**src/bpm_pkg.sv**
```systemverilog
package bpm_pkg;

   // Clock and time base
   localparam int CLK_PERIOD_NS = 4;
   localparam int TICK_NS       = 1000;
   localparam int TICK_CYCLES   = (TICK_NS + CLK_PERIOD_NS - 1) / CLK_PERIOD_NS;

   // Periodic sampling of the voltage comparators
   localparam int SAMPLE_PERIOD_MS    = 125;
   localparam int SAMPLE_ON_MS        = 2;
   localparam int SAMPLE_PERIOD_TICKS = SAMPLE_PERIOD_MS * 1000000 / TICK_NS;
   localparam int SAMPLE_ON_TICKS     = SAMPLE_ON_MS * 1000000 / TICK_NS;

   // Delay scaling; delay settings are in units of 1 nF
   localparam int DETECT_S_PER_UF     = 10;
   localparam int RELEASE_MS_PER_UF   = 70;
   localparam int DETECT_TICKS_PER_NF  = DETECT_S_PER_UF * 1000000 / TICK_NS;
   localparam int RELEASE_TICKS_PER_NF = RELEASE_MS_PER_UF * 1000 / TICK_NS;
   localparam int OC_TICKS_PER_NF      = 1;

   // Register map
   localparam logic [7:0] ADDR_CTRL   = 8'h00;
   localparam logic [7:0] ADDR_CFG    = 8'h04;
   localparam logic [7:0] ADDR_STATUS = 8'h08;

   localparam logic [1:0] CTRL_RESET = 2'h3;
   localparam logic [6:0] CFG_RESET  = 7'h00;

   localparam int CTRL_CHG_BIT       = 0;
   localparam int CTRL_DIS_BIT       = 1;
   localparam int CFG_OV_LSB         = 0;
   localparam int CFG_UV_LSB         = 2;
   localparam int CFG_OC_LSB         = 4;
   localparam int CFG_CHG_EN_DIS_BIT = 6;

   localparam logic [1:0] RESP_OKAY   = 2'h0;
   localparam logic [1:0] RESP_SLVERR = 2'h2;

   typedef enum logic [1:0] {REG_CTRL, REG_CFG, REG_STATUS, REG_NONE} reg_sel_e;

   typedef enum logic [2:0] {OD_NORMAL, OD_SLEEP, OD_WAIT_CHG, OD_RELEASE, OD_WAIT_DIS} od_state_e;

endpackage

```
**src/sample_scheduler.sv**
```systemverilog
module sample_scheduler import bpm_pkg::*; #(
   parameter int TICK_CYC = TICK_CYCLES,
   parameter int PERIOD   = SAMPLE_PERIOD_TICKS,
   parameter int ON_TIME  = SAMPLE_ON_TICKS
) (
   input  wire logic clk_i,
   input  wire logic rst_n_i,
   output logic      tick_o,
   output logic      window_o
);

   logic [15:0] pre_q;
   logic [31:0] slot_q;
   wire         pre_end  = (pre_q == 16'(TICK_CYC - 1));
   wire         slot_end = (slot_q == 32'(PERIOD - 1));

   // Microsecond tick and the on-slot at the head of each period
   always_ff @(posedge clk_i) begin
      if (!rst_n_i) begin
         pre_q    <= '0;
         slot_q   <= '0;
         tick_o   <= 1'b0;
         window_o <= 1'b0;
      end else begin
         pre_q    <= pre_end ? '0 : pre_q + 16'h1;
         tick_o   <= pre_end;
         if (pre_end) begin
            slot_q <= slot_end ? '0 : slot_q + 32'h1;
         end
         window_o <= (slot_q < 32'(ON_TIME));
      end
   end

endmodule

```
**src/delay_timer.sv**
```systemverilog
module delay_timer import bpm_pkg::*; (
   input  wire logic        clk_i,
   input  wire logic        rst_n_i,
   input  wire logic        tick_i,
   input  wire logic        run_i,
   input  wire logic [31:0] limit_i,
   output logic             expired_o
);

   logic [31:0] count_q;
   wire  [31:0] count_inc = count_q + 32'h1;

   // Dropping run cancels the count at once
   always_ff @(posedge clk_i) begin
      if (!rst_n_i || !run_i) begin
         count_q   <= '0;
         expired_o <= 1'b0;
      end else if (tick_i && !expired_o) begin
         count_q   <= count_inc;
         expired_o <= (count_inc >= limit_i);
      end
   end

endmodule

```
**src/battery_protection_mode_controller.sv**
```systemverilog
// Chosen here: register access over AXI4-Lite and the register addresses.
module battery_protection_mode_controller import bpm_pkg::*; #(
   parameter int ADDR_W       = 8,
   parameter int SET_W        = 8,
   parameter int PERIOD_TICKS = SAMPLE_PERIOD_TICKS,
   parameter int ON_TICKS     = SAMPLE_ON_TICKS,
   parameter int DETECT_PER_NF  = DETECT_TICKS_PER_NF,
   parameter int RELEASE_PER_NF = RELEASE_TICKS_PER_NF,
   parameter int OC_PER_NF      = OC_TICKS_PER_NF
) (
   input  wire logic              REF_CLK_I,
   input  wire logic              RESET_N_I,
   input  wire logic [2:0]        ANALOG_SEL_I,
   input  wire logic              CELL_OVER_CHARGE_I,
   input  wire logic              CELL_BELOW_OV_RELEASE_I,
   input  wire logic              CELL_UNDER_DISCHARGE_I,
   input  wire logic              CELL_ABOVE_UV_RELEASE_I,
   input  wire logic              CELL_CHARGE_LOW_I,
   input  wire logic              OVERCURRENT_I,
   input  wire logic              REG_UNTUNED_I,
   input  wire logic              WAKE_I,
   input  wire logic [SET_W-1:0]  OVERCHARGE_DELAY_SET_I,
   input  wire logic [SET_W-1:0]  OVERDISCHARGE_DELAY_SET_I,
   input  wire logic [SET_W-1:0]  OVERCURRENT_DELAY_SET_I,
   output logic                   CHARGE_FET_DRIVE_O,
   output logic                   DISCHARGE_FET_DRIVE_O,
   output logic                   COMPARATOR_EN_O,
   output logic                   SLEEP_O,
   output logic [1:0]             OVERCHARGE_THRESH_SEL_O,
   output logic [1:0]             OVERDISCHARGE_THRESH_SEL_O,
   output logic [1:0]             OVERCURRENT_THRESH_SEL_O,
   input  wire logic [ADDR_W-1:0] S_AXI_AWADDR_I,
   input  wire logic              S_AXI_AWVALID_I,
   output logic                   S_AXI_AWREADY_O,
   input  wire logic [31:0]       S_AXI_WDATA_I,
   input  wire logic [3:0]        S_AXI_WSTRB_I,
   input  wire logic              S_AXI_WVALID_I,
   output logic                   S_AXI_WREADY_O,
   output logic [1:0]             S_AXI_BRESP_O,
   output logic                   S_AXI_BVALID_O,
   input  wire logic              S_AXI_BREADY_I,
   input  wire logic [ADDR_W-1:0] S_AXI_ARADDR_I,
   input  wire logic              S_AXI_ARVALID_I,
   output logic                   S_AXI_ARREADY_O,
   output logic [31:0]            S_AXI_RDATA_O,
   output logic [1:0]             S_AXI_RRESP_O,
   output logic                   S_AXI_RVALID_O,
   input  wire logic              S_AXI_RREADY_I
);

   function automatic reg_sel_e reg_decode(input logic [ADDR_W-1:0] addr);
      if (addr == ADDR_W'(ADDR_CTRL)) begin
         return REG_CTRL;
      end else if (addr == ADDR_W'(ADDR_CFG)) begin
         return REG_CFG;
      end else if (addr == ADDR_W'(ADDR_STATUS)) begin
         return REG_STATUS;
      end else begin
         return REG_NONE;
      end
   endfunction

   // ---------------- Register bus slave ----------------
   logic              aw_have_q;
   logic              w_have_q;
   logic [ADDR_W-1:0] awaddr_q;
   logic [7:0]        wdata_q;
   logic              wstrb0_q;
   logic [1:0]        chg_dis_ctl_q;
   logic [6:0]        cfg_q;
   logic [7:0]        status_q;

   wire aw_take = S_AXI_AWVALID_I && S_AXI_AWREADY_O;
   wire w_take  = S_AXI_WVALID_I && S_AXI_WREADY_O;
   wire b_done  = S_AXI_BVALID_O && S_AXI_BREADY_I;
   wire ar_take = S_AXI_ARVALID_I && S_AXI_ARREADY_O;
   wire r_done  = S_AXI_RVALID_O && S_AXI_RREADY_I;

   wire      wr_fire = aw_have_q && w_have_q && !S_AXI_BVALID_O;
   reg_sel_e wr_sel;
   reg_sel_e rd_sel;
   assign wr_sel = reg_decode(awaddr_q);
   assign rd_sel = reg_decode(S_AXI_ARADDR_I);

   wire wr_ok   = (wr_sel == REG_CTRL) || (wr_sel == REG_CFG);
   wire wr_ctrl = wr_fire && wstrb0_q && (wr_sel == REG_CTRL);
   wire wr_cfg  = wr_fire && wstrb0_q && (wr_sel == REG_CFG);

   wire [7:0] rd_byte = (rd_sel == REG_CTRL)   ? {6'h00, chg_dis_ctl_q} :
                        (rd_sel == REG_CFG)    ? {1'b0, cfg_q} :
                        (rd_sel == REG_STATUS) ? status_q : 8'h00;

   always_ff @(posedge REF_CLK_I) begin
      if (!RESET_N_I) begin
         S_AXI_AWREADY_O <= 1'b1;
         S_AXI_WREADY_O  <= 1'b1;
         aw_have_q       <= 1'b0;
         w_have_q        <= 1'b0;
         awaddr_q        <= '0;
         wdata_q         <= 8'h00;
         wstrb0_q        <= 1'b0;
         S_AXI_BVALID_O  <= 1'b0;
         S_AXI_BRESP_O   <= RESP_OKAY;
      end else begin
         if (aw_take) begin
            awaddr_q        <= S_AXI_AWADDR_I;
            aw_have_q       <= 1'b1;
            S_AXI_AWREADY_O <= 1'b0;
         end
         if (w_take) begin
            wdata_q        <= S_AXI_WDATA_I[7:0];
            wstrb0_q       <= S_AXI_WSTRB_I[0];
            w_have_q       <= 1'b1;
            S_AXI_WREADY_O <= 1'b0;
         end
         if (wr_fire) begin
            aw_have_q      <= 1'b0;
            w_have_q       <= 1'b0;
            S_AXI_BVALID_O <= 1'b1;
            S_AXI_BRESP_O  <= wr_ok ? RESP_OKAY : RESP_SLVERR;
         end else if (b_done) begin
            S_AXI_BVALID_O  <= 1'b0;
            S_AXI_AWREADY_O <= 1'b1;
            S_AXI_WREADY_O  <= 1'b1;
         end
      end
   end

   always_ff @(posedge REF_CLK_I) begin
      if (!RESET_N_I) begin
         S_AXI_ARREADY_O <= 1'b1;
         S_AXI_RVALID_O  <= 1'b0;
         S_AXI_RDATA_O   <= 32'h0000_0000;
         S_AXI_RRESP_O   <= RESP_OKAY;
      end else if (ar_take) begin
         S_AXI_ARREADY_O <= 1'b0;
         S_AXI_RVALID_O  <= 1'b1;
         S_AXI_RDATA_O   <= {24'h000000, rd_byte};
         S_AXI_RRESP_O   <= (rd_sel == REG_NONE) ? RESP_SLVERR : RESP_OKAY;
      end else if (r_done) begin
         S_AXI_ARREADY_O <= 1'b1;
         S_AXI_RVALID_O  <= 1'b0;
      end
   end

   // ---------------- Sampling and comparator latches ----------------
   logic      tick;
   logic      window;
   logic      comp_en_q;
   logic      ov_hit_q;
   logic      ov_clear_q;
   logic      uv_hit_q;
   logic      uv_clear_q;
   logic      cce_low_q;
   logic      ov_mode_q;
   logic      oc_mode_q;
   od_state_e od_state_q;
   od_state_e od_state_d;

   sample_scheduler #(
      .TICK_CYC (TICK_CYCLES),
      .PERIOD   (PERIOD_TICKS),
      .ON_TIME  (ON_TICKS)
   ) u_sched (
      .clk_i    (REF_CLK_I),
      .rst_n_i  (RESET_N_I),
      .tick_o   (tick),
      .window_o (window)
   );

   wire monitor_mode = |ANALOG_SEL_I;
   wire comp_en_d    = (od_state_d != OD_SLEEP) && (monitor_mode || window);

   // Readings only follow the comparators while they are powered
   always_ff @(posedge REF_CLK_I) begin
      if (!RESET_N_I) begin
         comp_en_q  <= 1'b0;
         ov_hit_q   <= 1'b0;
         ov_clear_q <= 1'b0;
         uv_hit_q   <= 1'b0;
         uv_clear_q <= 1'b0;
         cce_low_q  <= 1'b0;
      end else begin
         comp_en_q <= comp_en_d;
         if (comp_en_q) begin
            ov_hit_q   <= CELL_OVER_CHARGE_I;
            ov_clear_q <= CELL_BELOW_OV_RELEASE_I;
            uv_hit_q   <= CELL_UNDER_DISCHARGE_I;
            uv_clear_q <= CELL_ABOVE_UV_RELEASE_I;
            cce_low_q  <= CELL_CHARGE_LOW_I;
         end
      end
   end

   // ---------------- Delay timers ----------------
   localparam int NT = 4;
   logic [NT-1:0]    t_run;
   logic [NT-1:0]    t_exp;
   logic [31:0]      t_lim [NT];

   assign t_run[0] = ov_hit_q && !ov_mode_q && (od_state_q != OD_SLEEP);
   assign t_run[1] = uv_hit_q && (od_state_q == OD_NORMAL);
   assign t_run[2] = uv_clear_q && (od_state_q == OD_RELEASE);
   assign t_run[3] = OVERCURRENT_I && !oc_mode_q;
   assign t_lim[0] = 32'(OVERCHARGE_DELAY_SET_I) * 32'(DETECT_PER_NF);
   assign t_lim[1] = 32'(OVERDISCHARGE_DELAY_SET_I) * 32'(DETECT_PER_NF);
   assign t_lim[2] = 32'(OVERDISCHARGE_DELAY_SET_I) * 32'(RELEASE_PER_NF);
   assign t_lim[3] = 32'(OVERCURRENT_DELAY_SET_I) * 32'(OC_PER_NF);

   for (genvar g = 0; g < NT; g++) begin : g_timer
      delay_timer u_timer (
         .clk_i     (REF_CLK_I),
         .rst_n_i   (RESET_N_I),
         .tick_i    (tick),
         .run_i     (t_run[g]),
         .limit_i   (t_lim[g]),
         .expired_o (t_exp[g])
      );
   end

   // ---------------- Protection modes ----------------
   wire ov_enter  = t_exp[0] && ov_hit_q;
   wire ov_leave  = ov_mode_q && ov_clear_q;
   wire ov_mode_d = (ov_mode_q && !ov_leave) || ov_enter;
   wire oc_mode_d = t_exp[3] || (oc_mode_q && OVERCURRENT_I);

   wire chg_set_wr = wr_ctrl && wdata_q[CTRL_CHG_BIT];
   wire dis_set_wr = wr_ctrl && wdata_q[CTRL_DIS_BIT];

   always_comb begin
      od_state_d = od_state_q;
      case (od_state_q)
         OD_NORMAL:   if (t_exp[1] && uv_hit_q) od_state_d = OD_SLEEP;
         OD_SLEEP:    if (WAKE_I) od_state_d = OD_WAIT_CHG;
         OD_WAIT_CHG: if (chg_set_wr) od_state_d = OD_RELEASE;
         OD_RELEASE:  if (t_exp[2]) od_state_d = OD_WAIT_DIS;
         OD_WAIT_DIS: if (dis_set_wr) od_state_d = OD_NORMAL;
         default:     od_state_d = OD_NORMAL;
      endcase
   end

   // Writes land during over-charge; sleep blocks FET control
   wire [1:0] ctl_d = (wr_ctrl && od_state_q != OD_SLEEP) ? wdata_q[1:0] : chg_dis_ctl_q;

   wire od_off   = od_state_d != OD_NORMAL;
   wire chg_hold = (od_state_d == OD_SLEEP) || (od_state_d == OD_WAIT_CHG);
   wire chg_off  = chg_hold || ov_mode_d || !ctl_d[CTRL_CHG_BIT];
   wire dis_off  = od_off || oc_mode_d || !ctl_d[CTRL_DIS_BIT];

   wire       charge_enable_disable_bit = cfg_q[CFG_CHG_EN_DIS_BIT];
   wire [7:0] status_d = {5'h00,
                          ov_mode_q || (cce_low_q && !charge_enable_disable_bit),
                          od_state_q != OD_NORMAL,
                          oc_mode_q || REG_UNTUNED_I};

   always_ff @(posedge REF_CLK_I) begin
      if (!RESET_N_I) begin
         od_state_q            <= OD_NORMAL;
         ov_mode_q             <= 1'b0;
         oc_mode_q             <= 1'b0;
         chg_dis_ctl_q         <= CTRL_RESET;
         cfg_q                 <= CFG_RESET;
         status_q              <= 8'h00;
         CHARGE_FET_DRIVE_O    <= !CTRL_RESET[CTRL_CHG_BIT];
         DISCHARGE_FET_DRIVE_O <= !CTRL_RESET[CTRL_DIS_BIT];
         SLEEP_O               <= 1'b0;
      end else begin
         od_state_q            <= od_state_d;
         ov_mode_q             <= ov_mode_d;
         oc_mode_q             <= oc_mode_d;
         chg_dis_ctl_q         <= ctl_d;
         status_q              <= status_d;
         CHARGE_FET_DRIVE_O    <= chg_off;
         DISCHARGE_FET_DRIVE_O <= dis_off;
         SLEEP_O               <= (od_state_d == OD_SLEEP);
         if (wr_cfg) begin
            cfg_q <= wdata_q[6:0];
         end
      end
   end

   assign COMPARATOR_EN_O            = comp_en_q;
   assign OVERCHARGE_THRESH_SEL_O    = cfg_q[CFG_OV_LSB +: 2];
   assign OVERDISCHARGE_THRESH_SEL_O = cfg_q[CFG_UV_LSB +: 2];
   assign OVERCURRENT_THRESH_SEL_O   = cfg_q[CFG_OC_LSB +: 2];
endmodule

```
**config.mk**
```make
export PLATFORM = sky130hd
export DESIGN_NAME = battery_protection_mode_controller
export DESIGN_NICKNAME = d
export VERILOG_FILES = /design/src/bpm_pkg.sv /design/src/sample_scheduler.sv /design/src/delay_timer.sv /design/src/battery_protection_mode_controller.sv
export SDC_FILE = /design/constraint.sdc
export NUM_CORES = 1
export LEC_CHECK = 0
export BUFFER_PORTS_ARGS = -buffer_cell sky130_fd_sc_hd__buf_2
export CAP_MARGIN = 40
export CORE_ASPECT_RATIO = 0.6
export CORE_MARGIN = 2
export CORE_UTILIZATION = 45
export CTS_BUF_LIST = sky130_fd_sc_hd__clkbuf_4
export DETAILED_ROUTE_END_ITERATION = 12
export SYNTH_ARGS = -nofsm -noshare
export SYNTH_HDL_FRONTEND = slang
export SYNTH_HIERARCHICAL = 1
export SYNTH_SLANG_ARGS = --single-unit
```
**constraint.sdc**
```tcl
create_clock -name REF_CLK_I -period 5.1 [get_ports REF_CLK_I]
set_input_delay 0.255 -clock REF_CLK_I [delete_from_list [all_inputs] [get_ports REF_CLK_I]]
set_output_delay 0.255 -clock REF_CLK_I [all_outputs]
set_load 0.01 [all_outputs]
```
==> flow_metrics.tcl, run 1 <==
set metrics [dict create \
    path_max_fanout 7 \
    min_path_type "in -> reg" \
    setup_viol 0 \
    drtIter0Drc 979 \
    ant_nets 0 \
    viasPerCell 5.09 \
    synth.cell_area_um2 18900 \
    yosysUniqueCellTypes 64 \
    synthArstFlopShare_pct 0 \
    muxShareOfSynthArea_pct 0.795 \
    grt-ovfl-total 0 \
    grt_max_degree 38 \
    hold_violations 0 \
    routabilityCongestion 0.879 \
    whs_ns 0.0706 \
    ctsResizeCount 0 \
    maxSlewViolCount 0 \
    cts.sinks 240 \
    die_h_um 163 \
    post_cts_buffers 0 \
    cts_root_buf "clkbuf_4" \
    postCtsHoldBufs 36 \
    worst_r2r_startpoint "g_timer[3].u_timer/count_q[0]" \
    stdcell_count 3135 \
    dieArea_um2 43700 \
    core-area_um2 41700 \
    vias 16000 \
    maxCapViolations 0 \
    ys.flop_type "dfxtp_1" \
    track_usage_pct 21.3 \
    status "complete, no violations" \
    fin_crit_sh_pct 82.1 \
    synthCells 2337 \
    finClkSkew_ns 0.0645 \
    fin_tns_setup_ns 0 \
    yosysSeqAreaShare_pct 25.4 \
    placed_cells 3004 \
    synthAdderAreaFrac_pct 18.3 \
    io_pins 145 \
    synth-edff-count 0 \
    rows 58 \
    die-width_um 269 \
    fin_nets 2887 \
    io_buffer_count 89 \
    synthXorXnorAreaFrac_pct 12.7 \
    critPathKind "in -> reg" \
    insertion_delay_ns 0.75 \
    reg2regPathDepth 12 \
    cp.arrival_ns 4.83 \
    drc 0 \
    clockBufferDepth 3 \
    synth_compound_area_share_pct 9.34 \
    start_kind "primary input" \
    start_util_pct 45.4 \
    fmax_ghz 0.239 \
    firstDrtPassIters 7 \
    detail_route.wirelength_um 45800 \
    grt_pass1_vias 15200 \
    htree_num_levels 2 \
    drive_gt1_share_pct 9.59 \
    fin_crit_ns 4.19 \
    timing_worst_slew_pin_value_ns 0.855 \
    cts_buffers 61 \
    ir_drop_v 0.000132 \
    dpl.hpwl_um 35600 \
    antenna_found_initial 1 \
    critPathCaptureType "flop" \
    synthSimpleGateAreaFrac_pct 25.9 \
    startpoint "OVERDISCHARGE_DELAY_SET_I[7]" \
    crit_required_ns 5.74 \
    syn_to_final_growth_pct 11.6 \
    synth_top_family_by_area "simple AND/OR/NAND/NOR gates" \
    routedWlPerCell_um 14.6 \
    power.leakage_nw 9.11 \
    slew_headroom_pct 42.5 \
    p_per_area_nw_per_um2 224 \
    clk_pin_slew_ns 0.07 \
    crit_path_end "g_timer[1].u_timer/expired_o" \
    grt_pass1_wl_um 76300 \
    reg2reg_slack_ns 1.46 \
    n_fill_cell 4083 \
    synth_seq_cells 240 \
    avgSynthCellArea_um2 8.09 \
    rsz0062_at_grt "false" \
    r2r-end "g_timer[3].u_timer/expired_o" \
    cts_tree "yes" \
    yosysWarningCount 6 \
]
[cells in the final DEF, fill, tap and decap left out, types with 71 or more instances in the layout]
cell      instances
clkbuf_4         83
inv_1           233
nand4_1          78
a21oi_1         106
o21ai_0          71
buf_2            89
nand2_1         214
xnor2_1         139
conb_1           97
dfxtp_1         240
nand3_1          81
xor2_1          134
nor2_1          234
ha_1            232
[cell type report]
cell class	count	area (um^2)	area share (%)
multi-input combinational	1857	13000	61.8
clock inverter	11	51.3	0.243
timing repair buffer	140	988	4.69
clock buffer	83	623	2.96
inverter	233	875	4.15
tap	570	713	3.38
sequential	240	4800	22.8
antenna	1	2.50	0.0119
[cell usage after synthesis, types with 12 or more instances]
cell type | number | area (um^2)
nand2b_1 | 13 | 81.3
inv_1 | 233 | 875
buf_4 | 37 | 278
nand2_1 | 214 | 803
mux2i_1 | 15 | 150
nor4_1 | 26 | 163
nand4_1 | 78 | 488
a22oi_1 | 12 | 90.1
nor2b_1 | 29 | 181
ha_1 | 232 | 2900
nor2_1 | 234 | 878
a21oi_1 | 106 | 531
clkbuf_1 | 38 | 143
xnor2_1 | 139 | 1220
xor2_1 | 134 | 1170
or3_1 | 26 | 163
and4_1 | 33 | 289
buf_2 | 23 | 115
and2_1 | 41 | 257
o21ai_0 | 71 | 355
nor3_1 | 40 | 200
fa_1 | 28 | 561
and3_1 | 33 | 206
a21boi_0 | 23 | 173
dfxtp_1 | 240 | 4800
nand3_1 | 81 | 405
a211oi_1 | 13 | 97.6
[layer usage]
layer | share of wire (%) | GRT usage, % | routed length, um
met5 | 0 | 0 | 0
met4 | 1.7 | 4.44 | 758
met3 | 4.6 | 3.49 | 2100
met2 | 41 | 31.3 | 18800
met1 | 53 | 32.3 | 24200
[power by group]
part           switching [mW]  leakage (nW)  internal, mW
clock                   0.805         0.403         0.738
combinational           0.718          6.77         0.541
sequential             0.0187          1.94          1.89
total                    1.54          9.11          3.17
[metrics by stage]
step           setup WS, ns  utilization (%)  instance area [um^2]  power [mW]
6_report              0.912             50.6                 21100        4.71
5_1_grt               0.565             50.6                 21100        5.09
4_1_cts               0.968             50.6                 21100        4.79
3_5_place_dp          0.242             48.1                 20000        3.19
3_3_place_gp          0.224             47.8                 19900        3.13
2_1_floorplan         0.672                -                 19300        2.89
[sequential cells by signal, indices dropped and copies added, names as in the netlist, 4 cells and up]
signal	count
awaddr_q	8
g_timer.u_timer/count_q	128
g_timer.u_timer/expired_o	4
u_sched/pre_q	16
wdata_q	7
cfg_q	7
S_AXI_RDATA_O	7
u_sched/slot_q	32
[how the worst min path moves through the flow]
stage	end	slack (ns)	cells after the start	from
2_1_floorplan	S_AXI_AWREADY_O	0.36	1	S_AXI_AWVALID_I
3_3_place_gp	wdata_q[2]	0.46	2	wdata_q[2]
3_5_place_dp	wdata_q[2]	0.46	2	wdata_q[2]
4_1_cts	S_AXI_ARREADY_O	0.01	2	RESET_N_I
5_1_grt	S_AXI_ARREADY_O	0.03	2	RESET_N_I
6_report	S_AXI_ARREADY_O	0.07	2	RESET_N_I
[cell families (layout without fill, tap and decap cells)]
family,count (synthesis),count (layout)
and+or+nand+nor,921,921
buffers and inverters,336,467
AOI/OAI and AO/OA,291,291
xor gates and xnor gates,273,273
adders and majority gates,260,260
DFF,240,240
muxes,15,15
other,1,98
[worst max-delay path, cell delays in order]
cell and delay (ns):
buf_2 0.16, fa_1 0.52, inv_1 0.06, fa_1 0.51
inv_1 0.04, ha_1 0.30, fa_1 0.48, ha_1 0.24
or3_1 0.41, or2_2 0.30, o2111ai_1 0.21, nand3_1 0.09
o311ai_0 0.11, inv_1 0.09, ha_1 0.28, nand2_1 0.05
nor4_1 0.26, a22oi_1 0.13, a31oi_1 0.19, a31o_2 0.12
(Power assumes the default switching activity.)
==> run 2, diff against run 1 <==
clock period = 3.7 ns   (was 5.1 ns; I/O delays follow)
==> run 2 against run 1 <==
Compared with the run above:
- the run now ends with setup timing left
- critical path depth fell by 2
- register-to-register slack got worse by 1.1 ns
- core utilization rose by 2.7 points
- clock-buffer cell count did not move
- critical path type unchanged
- first-iteration DRC count rose by 2.8%
- cell area rose by 5.4%
- worst hold slack improved by 0.013 ns
- cell count rose by 4.1%
- critical endpoint unchanged
- sequential power rose by 38%
- die area did not move
- total power rose by 51%
- sequential share of layout area fell by 1.2 points
==> flow_metrics.tcl, run 2 (synthesized netlist as in run 1, its figures left out) <==
set metrics [dict create \
    fin_nets 2997 \
    most-common-layout-cells "dfxtp_1, nor2_1, inv_1" \
    cp.arrival_ns 4.40 \
    antenna_found_initial 1 \
    grt_pass1_wl_um 74300 \
    firstDrtPassIters 5 \
    power.total_mw 7.13 \
    stdcell_count 3262 \
    power.leakage_nw 9.68 \
    core-area_um2 41700 \
    min_path_type "in -> reg" \
    ir_drop_v 0.000181 \
    largest_reg_flops 128 \
    grt_max_degree 43 \
    htree_num_levels 2 \
    maxSlewViolCount 0 \
    start_kind "primary input" \
    rows 58 \
    reg_top3 "g_timer.u_timer/count_q x128, u_sched/slot_q x32, u_sched/pre_q x16" \
    finClkSkew_ns 0.0662 \
    dieArea_um2 43700 \
    routabilityCongestion 0.851 \
    placed_cells 3099 \
    setup_viol 1 \
    drive_gt1_share_pct 13.9 \
    maxCapViolations 0 \
    regMostFlops "g_timer.u_timer/count_q" \
    cts_buffers 61 \
    design_area_um2 22200 \
    routedWlPerCell_um 13.7 \
    vias 16500 \
    track_usage_pct 20.3 \
    dpl.hpwl_um 33800 \
    cts_root_buf "clkbuf_4" \
    cts.sinks 240 \
    clk_pin_slew_ns 0.07 \
    crit_required_ns 4.37 \
    io_buffer_count 89 \
    worst_slack_ns -0.0305 \
    violations "setup timing" \
    cts_tree "yes" \
    finish.utilization_pct 53.4 \
    die-width_um 269 \
    slew_headroom_pct 48.7 \
    detail_route.wirelength_um 44700 \
    grt-ovfl-total 0 \
    timing_worst_slew_pin_value_ns 0.750 \
    fin_crit_ns 3.73 \
    ant_nets 0 \
    clockBufferDepth 3 \
    hold_violations 0 \
    dpl_cell_area_um2 20800 \
    fmax_ghz 0.268 \
    syn_to_final_growth_pct 17.6 \
    critPathKind "in -> reg" \
    p_per_area_nw_per_um2 321 \
    insertion_delay_ns 0.76 \
    dp_slack_ns -0.803 \
    drtIter0Drc 1006 \
    rsz0062_at_grt "true" \
    drc 0 \
    critPathCaptureType "flop" \
    start_util_pct 45.4 \
    final_common_cell "dfxtp_1" \
    status "complete, but fails checks" \
    die_h_um 163 \
    path_max_fanout 4 \
    viasPerCell 5.07 \
    grt_pass1_vias 15500 \
    fin_crit_sh_pct 101 \
    io_pins 145 \
]
run 2: changes by cell type in the layout (fill, tap and decap cells not counted), moves of 6 or more:
| cell | delta |
|---|---|
| ha_1 | -12 |
| ha_4 | +11 |
| o21ai_0 | -6 |
| clkinv_1 | +11 |
| o21ai_1 | +6 |
| buf_4 | +101 |
| dlygate4sd3_1 | +14 |
run 2: repair_timing:
action / 4_1_cts / 5_1_grt
gates resized for setup: 1 / 14
setup buffers: 1 / 0
pin swaps: 10 / 5
endpoints found under the hold margin: 39 / 0
hold buffers: 50 / 0
endpoints found under the setup margin: 1 / 3
run 2: metrics by stage:
step | TNS (ns) | hold WS (ns)
3_3_place_gp | -1.72 | 0.390
2_1_floorplan | -0.640 | 0.285
5_1_grt | -0.171 | 0.0394
4_1_cts | 0 | 0.0119
3_5_place_dp | -1.98 | 0.400
6_report | -0.0305 | 0.0836
run 2: final timing paths:
check | start | to | slack, ns | cells past startpoint
hold reg to reg | wdata_q[3] | wdata_q[3] | 0.48 | 2
hold / removal | WAKE_I | COMPARATOR_EN_O | 0.08 | 5
setup / recovery | OVERDISCHARGE_DELAY_SET_I[5] | g_timer[1].u_timer/expired_o | -0.03 | 18
setup reg to reg | g_timer[3].u_timer/count_q[0] | g_timer[3].u_timer/expired_o | 0.35 | 12
run 2: layout make-up:
cell class,instances,area (um^2)
inverter,233,875
clock inverter,28,166
sequential,240,4800
timing repair buffer,250,1810
fill,3962,19400
tap,570,713
multi-input combinational,1857,13200
antenna,1,2.50
clock buffer,83,623
run 2: routing by layer:
| layer | vias up | track usage (%) | share of wire [%] |
|---|---|---|---|
| met4 | 0 | 4.62 | 1.4 |
| met3 | 48 | 3.33 | 4.6 |
| met2 | 303 | 29.6 | 41 |
| met1 | 7668 | 31.1 | 53 |
| met5 | - | 0 | 0 |
| li1 | 8512 | - | - |
run 2: report_power, final:
part           leakage (nW)  internal, mW  switching [mW]
Combinational          7.28          1.07            1.08
Sequential             1.94          2.61          0.0239
Clock                 0.464          1.19            1.16
Total                  9.68          4.86            2.27
run 2: worst max-delay path, stage by stage:
cell and delay [ns]:
buf_2 0.14, ha_1 0.32, ha_1 0.28, inv_1 0.06
fa_1 0.54, inv_1 0.06, fa_1 0.59, ha_4 0.23
nor2b_1 0.13, a311oi_2 0.31, xnor2_1 0.17, inv_1 0.06
ha_1 0.31, nand4_1 0.12, nand3b_1 0.19, or4_1 0.42
o211ai_1 0.12, a31o_2 0.18
